$ cat src/logic/sptc_defs.svh
// Register offsets, field positions, reset values and counts of the timer configuration bank
`ifndef SPTC_DEFS_SVH
`define SPTC_DEFS_SVH

`define SPTC_OFS_ACT      8'h30
`define SPTC_OFS_BASE_HI  8'h60
`define SPTC_OFS_BASE_LO  8'h61
`define SPTC_OFS_IRQ_SEL  8'h70
`define SPTC_OFS_IRQ_KIND 8'h71
`define SPTC_OFS_DMA_A    8'h74
`define SPTC_OFS_DMA_B    8'h75
`define SPTC_OFS_CFG      8'hF0
`define SPTC_OFS_STAT     8'hF1

`define SPTC_RST_ACT      8'h00
`define SPTC_RST_BASE_HI  8'h00
`define SPTC_RST_BASE_LO  8'h00
`define SPTC_RST_IRQ_SEL  8'h00
`define SPTC_RST_IRQ_KIND 8'h03
`define SPTC_VAL_DMA      8'h04
`define SPTC_RST_CFG      8'h02

`define SPTC_MASK_BASE_LO 8'hFC
`define SPTC_MASK_KIND_WR 8'h02
`define SPTC_MASK_CFG     8'h0F

`define SPTC_BIT_ACT      0
`define SPTC_BIT_TRI      0
`define SPTC_BIT_PWR      1
`define SPTC_BIT_PU       2
`define SPTC_BIT_PP       3
`define SPTC_IRQ_NUM_W    4
`define SPTC_BIT_WAKE     4

`define SPTC_SYNC_STAGES  3

`endif

$ cat src/logic/sptc_pkg.sv
// Types shared by the timer configuration bank
package sptc_pkg;

  typedef struct packed {
    logic [7:0] addr;
    logic [7:0] wdata;
    logic       wr;
    logic       rd;
  } sptc_bus_req_t;

  typedef struct packed {
    logic [15:0] addr;
    logic        req;
  } sptc_rt_req_t;

  typedef struct packed {
    logic o;
    logic oe;
  } sptc_pin_out_t;

  typedef struct packed {
    logic push_pull;
    logic pull_up;
    logic normal_pwr;
    logic tri_en;
  } sptc_cfg_t;

endpackage : sptc_pkg

$ cat src/logic/sptc_in_sync.sv
// Three-stage pin input synchroniser with agreement filter
`timescale 1ns/1ps
`default_nettype none
`include "sptc_defs.svh"
module sptc_in_sync (
  input  wire logic CORE_CLK,
  input  wire logic RST_N,
  input  wire logic pin_i,
  input  wire logic rst_val,
  output logic      level_q
);
  import sptc_pkg::*;

  logic [`SPTC_SYNC_STAGES-1:0] sh_q;

  always_ff @(posedge CORE_CLK or negedge RST_N) begin
    if (!RST_N) begin
      // Start at the pin's idle high level so no false low follows reset
      sh_q <= '1;
    end else begin
      sh_q <= {sh_q[`SPTC_SYNC_STAGES-2:0], pin_i};
    end
  end

  // Level changes only once stages two and three agree
  always_ff @(posedge CORE_CLK or negedge RST_N) begin
    if (!RST_N) begin
      level_q <= 1'b1;
    end else if (sh_q[1] == sh_q[2]) begin
      level_q <= sh_q[2];
    end
  end

  logic unused_rst_val;
  assign unused_rst_val = rst_val;

endmodule : sptc_in_sync
`default_nettype wire

$ cat src/logic/sptc_pin_drv.sv
// Timeout pin driver: power forcing, buffer type and high-impedance control
`timescale 1ns/1ps
`default_nettype none
`include "sptc_defs.svh"
module sptc_pin_drv (
  input  wire logic          CORE_CLK,
  input  wire logic          RST_N,
  input  wire logic          tmo_n,
  input  wire logic          active,
  input  wire sptc_pkg::sptc_cfg_t     cfg,
  output var  sptc_pkg::sptc_pin_out_t pin_q
);
  import sptc_pkg::*;

  logic lvl;
  logic hiz;

  assign lvl = cfg.normal_pwr ? tmo_n : 1'b1;
  assign hiz = cfg.tri_en & ~active;

  always_ff @(posedge CORE_CLK or negedge RST_N) begin
    if (!RST_N) begin
      pin_q <= '{o: 1'b0, oe: 1'b0};
    end else if (hiz) begin
      pin_q <= '{o: 1'b0, oe: 1'b0};
    end else if (cfg.push_pull) begin
      pin_q <= '{o: lvl, oe: 1'b1};
    end else begin
      pin_q <= '{o: 1'b0, oe: ~lvl};
    end
  end

endmodule : sptc_pin_drv
`default_nettype wire

$ cat src/logic/sptc_top.sv
// Supervision timer configuration bank: registers, runtime gate, timer control, timeout pin
`timescale 1ns/1ps
`default_nettype none
`include "sptc_defs.svh"
module sptc_top (
  input  wire logic                 CORE_CLK,
  input  wire logic                 RST_N,
  input  wire sptc_pkg::sptc_bus_req_t BUS_REQ,
  output logic [7:0]                BUS_RDATA,
  input  wire sptc_pkg::sptc_rt_req_t  RT_REQ,
  output logic                      RT_SEL,
  input  wire logic                 TMO_N,
  output logic                      TMR_CLK_EN,
  output logic                      TMR_RUN,
  output logic [3:0]                IRQ_NUM,
  output logic                      IRQ_WAKE_EN,
  output logic                      IRQ_LEVEL_MODE,
  output logic                      TMO_PIN_O,
  output logic                      TMO_PIN_OE,
  input  wire logic                 TMO_PIN_I,
  output logic                      TMO_PULLUP_EN
);
  import sptc_pkg::*;

  logic [7:0]    act_q;
  logic [7:0]    base_hi_q;
  logic [7:0]    base_lo_q;
  logic [7:0]    irq_sel_q;
  logic          kind_b1_q;
  logic [3:0]    cfg_q;
  logic          pin_lvl_q;
  sptc_cfg_t     cfg;
  sptc_pin_out_t pin_q;
  logic          active;
  logic [7:0]    rd_d;

  function automatic logic wr_hit(input sptc_bus_req_t r, input logic [7:0] ofs);
    wr_hit = r.wr && (r.addr == ofs);
  endfunction : wr_hit

  assign active = act_q[`SPTC_BIT_ACT];
  assign cfg = '{push_pull:  cfg_q[`SPTC_BIT_PP],
                 pull_up:    cfg_q[`SPTC_BIT_PU],
                 normal_pwr: cfg_q[`SPTC_BIT_PWR],
                 tri_en:     cfg_q[`SPTC_BIT_TRI]};

  // Activation register
  always_ff @(posedge CORE_CLK or negedge RST_N) begin
    if (!RST_N) begin
      act_q <= `SPTC_RST_ACT;
    end else if (wr_hit(BUS_REQ, `SPTC_OFS_ACT)) begin
      act_q <= BUS_REQ.wdata;
    end
  end

  // Base address
  always_ff @(posedge CORE_CLK or negedge RST_N) begin
    if (!RST_N) begin
      base_hi_q <= `SPTC_RST_BASE_HI;
      base_lo_q <= `SPTC_RST_BASE_LO;
    end else begin
      if (wr_hit(BUS_REQ, `SPTC_OFS_BASE_HI)) begin
        base_hi_q <= BUS_REQ.wdata;
      end
      if (wr_hit(BUS_REQ, `SPTC_OFS_BASE_LO)) begin
        base_lo_q <= BUS_REQ.wdata & `SPTC_MASK_BASE_LO;
      end
    end
  end

  // Interrupt select and kind
  always_ff @(posedge CORE_CLK or negedge RST_N) begin
    if (!RST_N) begin
      irq_sel_q <= `SPTC_RST_IRQ_SEL;
      kind_b1_q <= |(`SPTC_RST_IRQ_KIND & `SPTC_MASK_KIND_WR);
    end else begin
      if (wr_hit(BUS_REQ, `SPTC_OFS_IRQ_SEL)) begin
        irq_sel_q <= BUS_REQ.wdata;
      end
      if (wr_hit(BUS_REQ, `SPTC_OFS_IRQ_KIND)) begin
        kind_b1_q <= BUS_REQ.wdata[1];
      end
    end
  end

  // Timer configuration; writes allowed in any power mode
  always_ff @(posedge CORE_CLK or negedge RST_N) begin
    if (!RST_N) begin
      cfg_q <= 4'(`SPTC_RST_CFG);
    end else if (wr_hit(BUS_REQ, `SPTC_OFS_CFG)) begin
      cfg_q <= 4'(BUS_REQ.wdata & `SPTC_MASK_CFG);
    end
  end

  // Read mux; data stands in the cycle after the strobe only
  always_comb begin
    rd_d = 8'h00;
    unique case (BUS_REQ.addr)
      `SPTC_OFS_ACT:      rd_d = act_q;
      `SPTC_OFS_BASE_HI:  rd_d = base_hi_q;
      `SPTC_OFS_BASE_LO:  rd_d = base_lo_q & `SPTC_MASK_BASE_LO;
      `SPTC_OFS_IRQ_SEL:  rd_d = irq_sel_q;
      `SPTC_OFS_IRQ_KIND: rd_d = (`SPTC_RST_IRQ_KIND & ~`SPTC_MASK_KIND_WR)
                                 | {6'h00, kind_b1_q, 1'b0};
      `SPTC_OFS_DMA_A:    rd_d = `SPTC_VAL_DMA;
      `SPTC_OFS_DMA_B:    rd_d = `SPTC_VAL_DMA;
      `SPTC_OFS_CFG:      rd_d = {4'h0, cfg_q};
      `SPTC_OFS_STAT:     rd_d = {4'h0, TMO_PIN_OE, pin_lvl_q, TMR_CLK_EN, TMR_RUN};
      default:            rd_d = 8'h00;
    endcase
  end

  always_ff @(posedge CORE_CLK or negedge RST_N) begin
    if (!RST_N) begin
      BUS_RDATA <= 8'h00;
    end else if (BUS_REQ.rd) begin
      BUS_RDATA <= rd_d;
    end else begin
      BUS_RDATA <= 8'h00;
    end
  end

  // Runtime window decode, 4-byte aligned, gated by activation
  always_ff @(posedge CORE_CLK or negedge RST_N) begin
    if (!RST_N) begin
      RT_SEL <= 1'b0;
    end else begin
      RT_SEL <= active && RT_REQ.req
                && (RT_REQ.addr[15:2] == {base_hi_q, base_lo_q[7:2]});
    end
  end

  // Timer clock and run control
  always_ff @(posedge CORE_CLK or negedge RST_N) begin
    if (!RST_N) begin
      TMR_CLK_EN <= 1'b0;
      TMR_RUN    <= 1'b0;
    end else begin
      TMR_CLK_EN <= cfg.normal_pwr;
      TMR_RUN    <= cfg.normal_pwr & active;
    end
  end

  // Interrupt routing and pin pull-up
  always_ff @(posedge CORE_CLK or negedge RST_N) begin
    if (!RST_N) begin
      IRQ_NUM        <= 4'h0;
      IRQ_WAKE_EN    <= 1'b0;
      IRQ_LEVEL_MODE <= 1'b1;
      TMO_PULLUP_EN  <= 1'b0;
    end else begin
      IRQ_NUM        <= irq_sel_q[`SPTC_IRQ_NUM_W-1:0];
      IRQ_WAKE_EN    <= irq_sel_q[`SPTC_BIT_WAKE];
      IRQ_LEVEL_MODE <= kind_b1_q;
      TMO_PULLUP_EN  <= cfg.pull_up;
    end
  end

  sptc_pin_drv u_pin_drv (
    .CORE_CLK (CORE_CLK),
    .RST_N    (RST_N),
    .tmo_n    (TMO_N),
    .active   (active),
    .cfg      (cfg),
    .pin_q    (pin_q)
  );

  assign TMO_PIN_O  = pin_q.o;
  assign TMO_PIN_OE = pin_q.oe;

  sptc_in_sync u_in_sync (
    .CORE_CLK (CORE_CLK),
    .RST_N    (RST_N),
    .pin_i    (TMO_PIN_I),
    .rst_val  (1'b1),
    .level_q  (pin_lvl_q)
  );

endmodule : sptc_top
`default_nettype wire

$ cat config.mk
export PLATFORM = sky130hd
export DESIGN_NAME = sptc_top
export DESIGN_NICKNAME = d
export VERILOG_FILES = /design/src/logic/sptc_pkg.sv /design/src/logic/sptc_in_sync.sv /design/src/logic/sptc_pin_drv.sv /design/src/logic/sptc_top.sv
export VERILOG_INCLUDE_DIRS = /design/src /design/src/logic
export SDC_FILE = /design/constraint.sdc
export NUM_CORES = 1
export LEC_CHECK = 0
export BUFFER_PORTS_ARGS = -buffer_cell sky130_fd_sc_hd__buf_4
export CAP_MARGIN = 20
export CORE_MARGIN = 1
export CORE_UTILIZATION = 40
export CTS_BUF_LIST = sky130_fd_sc_hd__clkbuf_8
export CTS_CLUSTER_DIAMETER = 200
export DETAILED_ROUTE_END_ITERATION = 10
export PLACE_DENSITY = 0.65
export SLEW_MARGIN = 20
export SYNTH_ARGS = -nofsm -noshare
export SYNTH_HDL_FRONTEND = slang
export SYNTH_HIERARCHICAL = 1
export SYNTH_SLANG_ARGS = --single-unit
$ cat constraint.sdc
create_clock -name CORE_CLK -period 1.6 [get_ports CORE_CLK]
set_input_delay 0.32 -clock CORE_CLK [delete_from_list [all_inputs] [get_ports CORE_CLK]]
set_output_delay 0.32 -clock CORE_CLK [all_outputs]
set_load 0.02 [all_outputs]
Yosys cells after proc, flatten, opt, wreduce, memory -nomap -nowiden
Index checks and enable logic that the tools add are counted.
- register bits after elaboration: 59
- input bits: 39
- output and inout port bits: 20
- equality and inequality tests: 11
- muxes and demuxes: 5
- bitwise gates (word level): 4
- reductions and logical operators: 9
- operators by type and width (cell ; count):
    $pmux 8 s8 ; 1
    $eq 8x7->1 const B ; 6
    $eq 8x8->1 const B ; 2
    $eq 14x14->1 ; 1
    $eq 8x6->1 const B ; 1
    $logic_and 1x1->1 ; 8
    $mux 8 ; 1
    $mux 2 ; 2
    $and 1x1->1 ; 2
    $not 1->1 ; 2
    $reduce_or 2->1 ; 1
    $eq 1x1->1 ; 1
    $mux 1 ; 1

Longest topological paths before layout
- word-level depth: 4
- gate-level depth with buffers: 6
- gate-level depth less buffers: 4

Hierarchy
The synthesis kept the hierarchy.
- modules (own cells, without submodules) (module ; times used ; cells an instance ; area each (um^2)):
    sptc_top ; 1 ; 197 ; 2464.9
    sptc_in_sync ; 1 ; 5 ; 116.4
    sptc_pin_drv ; 1 ; 7 ; 91.3

Least setup slack after synthesis
Ideal clock, no wire load.
- path type: input -> register
- start: in BUS_REQ[16] (netlist bit)
- end: reg base_hi_q[0]
- setup time: 0.125 ns
- data arrival time: 1.524 ns
- slack: -0.048 ns
- stages on the path: 6
- path buffers: 2
- cell sequence: buf_2 -> nand2b_2 -> nor3b_2 -> and3_1 -> buf_2 -> mux2_2
- longest elaborated chain between the ends: 2
- ends and longest elaborated chain (element ; line ; source):
    from (decl) ; sptc_top.sv:8 ; input wire sptc_pkg::sptc_bus_req_t BUS_REQ,
    $eq 8x7->1 ; sptc_top.sv:38 ; wr_hit = r.wr && (r.addr == ofs);
    $logic_and 1x1->1 ; sptc_top.sv:38 ;
    to (signal assigned) ; sptc_top.sv:59 ; base_hi_q <= `SPTC_RST_BASE_HI;
    to (signal assigned) ; sptc_top.sv:63 ; base_hi_q <= BUS_REQ.wdata;
    to (decl) ; sptc_top.sv:26 ; logic [7:0] base_hi_q;
No other way between the ends.
A chain may end at the register's enable or synchronous reset.

Worst setup path after layout
- start: in BUS_REQ[11] (netlist bit)
- end: reg act_q[4]
- longest elaborated chain between the ends: 2
- ends and longest elaborated chain (element ; line ; source):
    $eq 8x6->1 ; sptc_top.sv:38 ;
    $logic_and 1x1->1 ; sptc_top.sv:38 ;
    to (signal assigned) ; sptc_top.sv:50 ; act_q <= `SPTC_RST_ACT;
    to (signal assigned) ; sptc_top.sv:52 ; act_q <= BUS_REQ.wdata;
    to (decl) ; sptc_top.sv:25 ; logic [7:0] act_q;
No other way between the ends.

==> flow_summary_export.csv <==
group,metric,value,unit
run_status,status,"completed",
clocking,post-cts-setup-buffer-count,0,
global_routing,grt_pass1_vias,1953,
detailed_routing,route.met3.wl,397,µm
detailed_routing,routedLengthMet1,2808,µm
logic_synthesis,syn-mean-instance-area,12.83,µm²
global_routing,grt_max_degree,38,
hold_path,min_path_type,"in -> reg",
logic_synthesis,synthCells,208,
clocking,cts_sinks,59,
place,place.gp.congestion,0.7924,
finish,utilization,0.5562,
logic_synthesis,synth_fp_nets,247,
power,peakVddDrop,0.0004755,V
finish,final_cells,372,
sta,max_freq,718.4,MHz
detailed_routing,top_layer,"met4",
critical_path,rr_endpoint,"RT_SEL",
clocking,clkLatencyLatePin,330,ps
sta,clock-skew-final,3.907,ps
critical_path,cp.required,1820,ps
critical_path,worst_setup_path_end_kind,"flop",
clocking,root_buffer,"clkbuf_8",
clocking,htreeDepth,3,
global_routing,grt_remaining_overflow,0,
sta,rsz0062_at_grt,"false",
sta,fin_crit_sh,0.8700,
logic_synthesis,synthesis.area,2669,µm²
floorplanning,num_rows,29,
power,power_density,887.3,nW/µm²
global_routing,antenna_found_initial,0,
detailed_routing,vias_per_cell,5.237,
critical_path,ff2ff_setup_slack,250,ps
detailed_routing,drt_first_pass_iters,4,
sta,setup_viol,0,
detailed_routing,antenna_left,0,
floorplanning,die_area,7002,µm²
finish,nFillCells,558,
finish,final_common_cell,"buf_4",
critical_path,critPathLaunchType,"input port",
floorplanning,die_y,83.68,µm
clocking,clk_path_buf_depth,2,
place,dp.final_hpwl,4365,µm
run,drv_cap,0,
hold_path,min_to,"u_in_sync/sh_q[0]",
sta,relSlewSlack,0.7731,
sta,period_needed,1392,ps
finish,n_antenna_cell,0,
finish,syn_to_final_growth,33.10,%
sta,hold_violations,0,
finish,nets,329,
critical_path,rr_worst_depth,4,
place,io_buffers,56,
clocking,cts_tree,"yes",
hold_path,hold_start,"TMO_PIN_I",
global_routing,track_usage,0.1897,
detailed_routing,wl,6034,µm
finish,final_area,3552,µm²
detailed_routing,vias,1948,
sta,slew_viol_final,0,
detailed_routing,drc_errors,0,
critical_path,worstSetupPathType,"in -> reg",
detailed_routing,wl_met2,2765,µm
hold_path,hold_path_depth,1,
floorplanning,die_w,83.68,µm
floorplanning,pin_count,59,
clocking,numCtsBuffers,9,
detailed_routing,avgRoutedWirePerCell,16.22,µm
detailed_routing,drtIter0Drc,134,
logic_synthesis,yosysWarningCount,6,
power,p_leak,0.001750,µW
critical_path,r2r-start,"base_lo_q[2]",
floorplanning,start_util,0.4179,
place,dp.cells,355,
critical_path,crit_fanout,5,
critical_path,arrival,1610,ps
place,post_dp_cell_area,3369,µm²
finish,final_cell_mix,"buf_4 (76), dfrtp_1 (52), mux2_2 (35)",
global_routing,grt_pass1_wl,10050,µm
clocking,clkTransAtPathRegs,60,ps
floorplanning,core-area,6386,µm²
sta,setup_tns,0,ps
finish,drive_gt1_frac,0.4881,
sta,tightest_slew,340.4,ps
==> report_power, final <==
part	switching (µW)	internal, µW
Sequential	43.1	1560
Combinational	177	194
Clock	552	624
==> critical path: stages <==
cell and delay (ps):
buf_4 120, nor4b_4 310, nand2_2 150, nor3_4 190
buf_4 180, mux2_2 340
==> metal layers <==
layer | vias to the layer above | GRT usage
met1 | 954 | 0.2646
met3 | 6 | 0.06429
met5 | - | 0
met2 | 69 | 0.2764
li1 | 919 | -
met4 | 0 | 0.06471
==> through the flow <==
stage | setup WS, ps | total power (µW) | hold WS [ps]
2_1_floorplan | 6.192 | 1793 | 24.41
3_3_place_gp | -130.3 | 1998 | 234.0
5_1_grt | 138.2 | 3298 | 70.03
4_1_cts | 212.4 | 3189 | 73.11
3_5_place_dp | -140.1 | 2003 | 234.7
6_report | 208.0 | 3152 | 91.74
==> flip-flops by register name, indices dropped and copies added (netlist names), 2 cells and up <==
signal           cells
cfg                  4
base_lo_q            6
irq_sel_q            8
u_in_sync/sh_q       3
BUS_RDATA            8
u_pin_drv/pin_q      2
base_hi_q            8
act_q                8
IRQ_NUM              4
==> worst max path at each step <==
| stage | startpoint | endpoint | slack (ps) | depth (start not counted) |
|---|---|---|---|---|
| floorplan | BUS_REQ[11] | act_q[0] | 6 | 4 |
| global placement | BUS_REQ[11] | act_q[4] | -130 | 6 |
| finish | BUS_REQ[11] | act_q[4] | 210 | 6 |
| CTS | BUS_REQ[11] | act_q[4] | 210 | 6 |
| global route | BUS_REQ[11] | act_q[4] | 140 | 6 |
| detailed placement | BUS_REQ[11] | act_q[4] | -140 | 6 |
==> repair_timing <==
| action | in CTS | in global routing |
|---|---|---|
| hold endpoints to repair | 18 | 0 |
| resized for setup | 0 | 0 |
| hold buffers | 1 | 0 |
==> area by class of cell <==
| type | instances | area (µm²) | area share |
|---|---|---|---|
| well taps | 77 | 96.34 | 0.02712 |
| multi-input cells | 136 | 1142 | 0.3216 |
| repair buffers | 80 | 640.6 | 0.1803 |
| clock buffers | 11 | 151.4 | 0.04262 |
| clock inverters | 5 | 21.27 | 0.005988 |
| inverters | 4 | 15.01 | 0.004227 |
| flip-flops and latches | 59 | 1485 | 0.4181 |
Note: power is estimated with default switching activity, not from simulation.
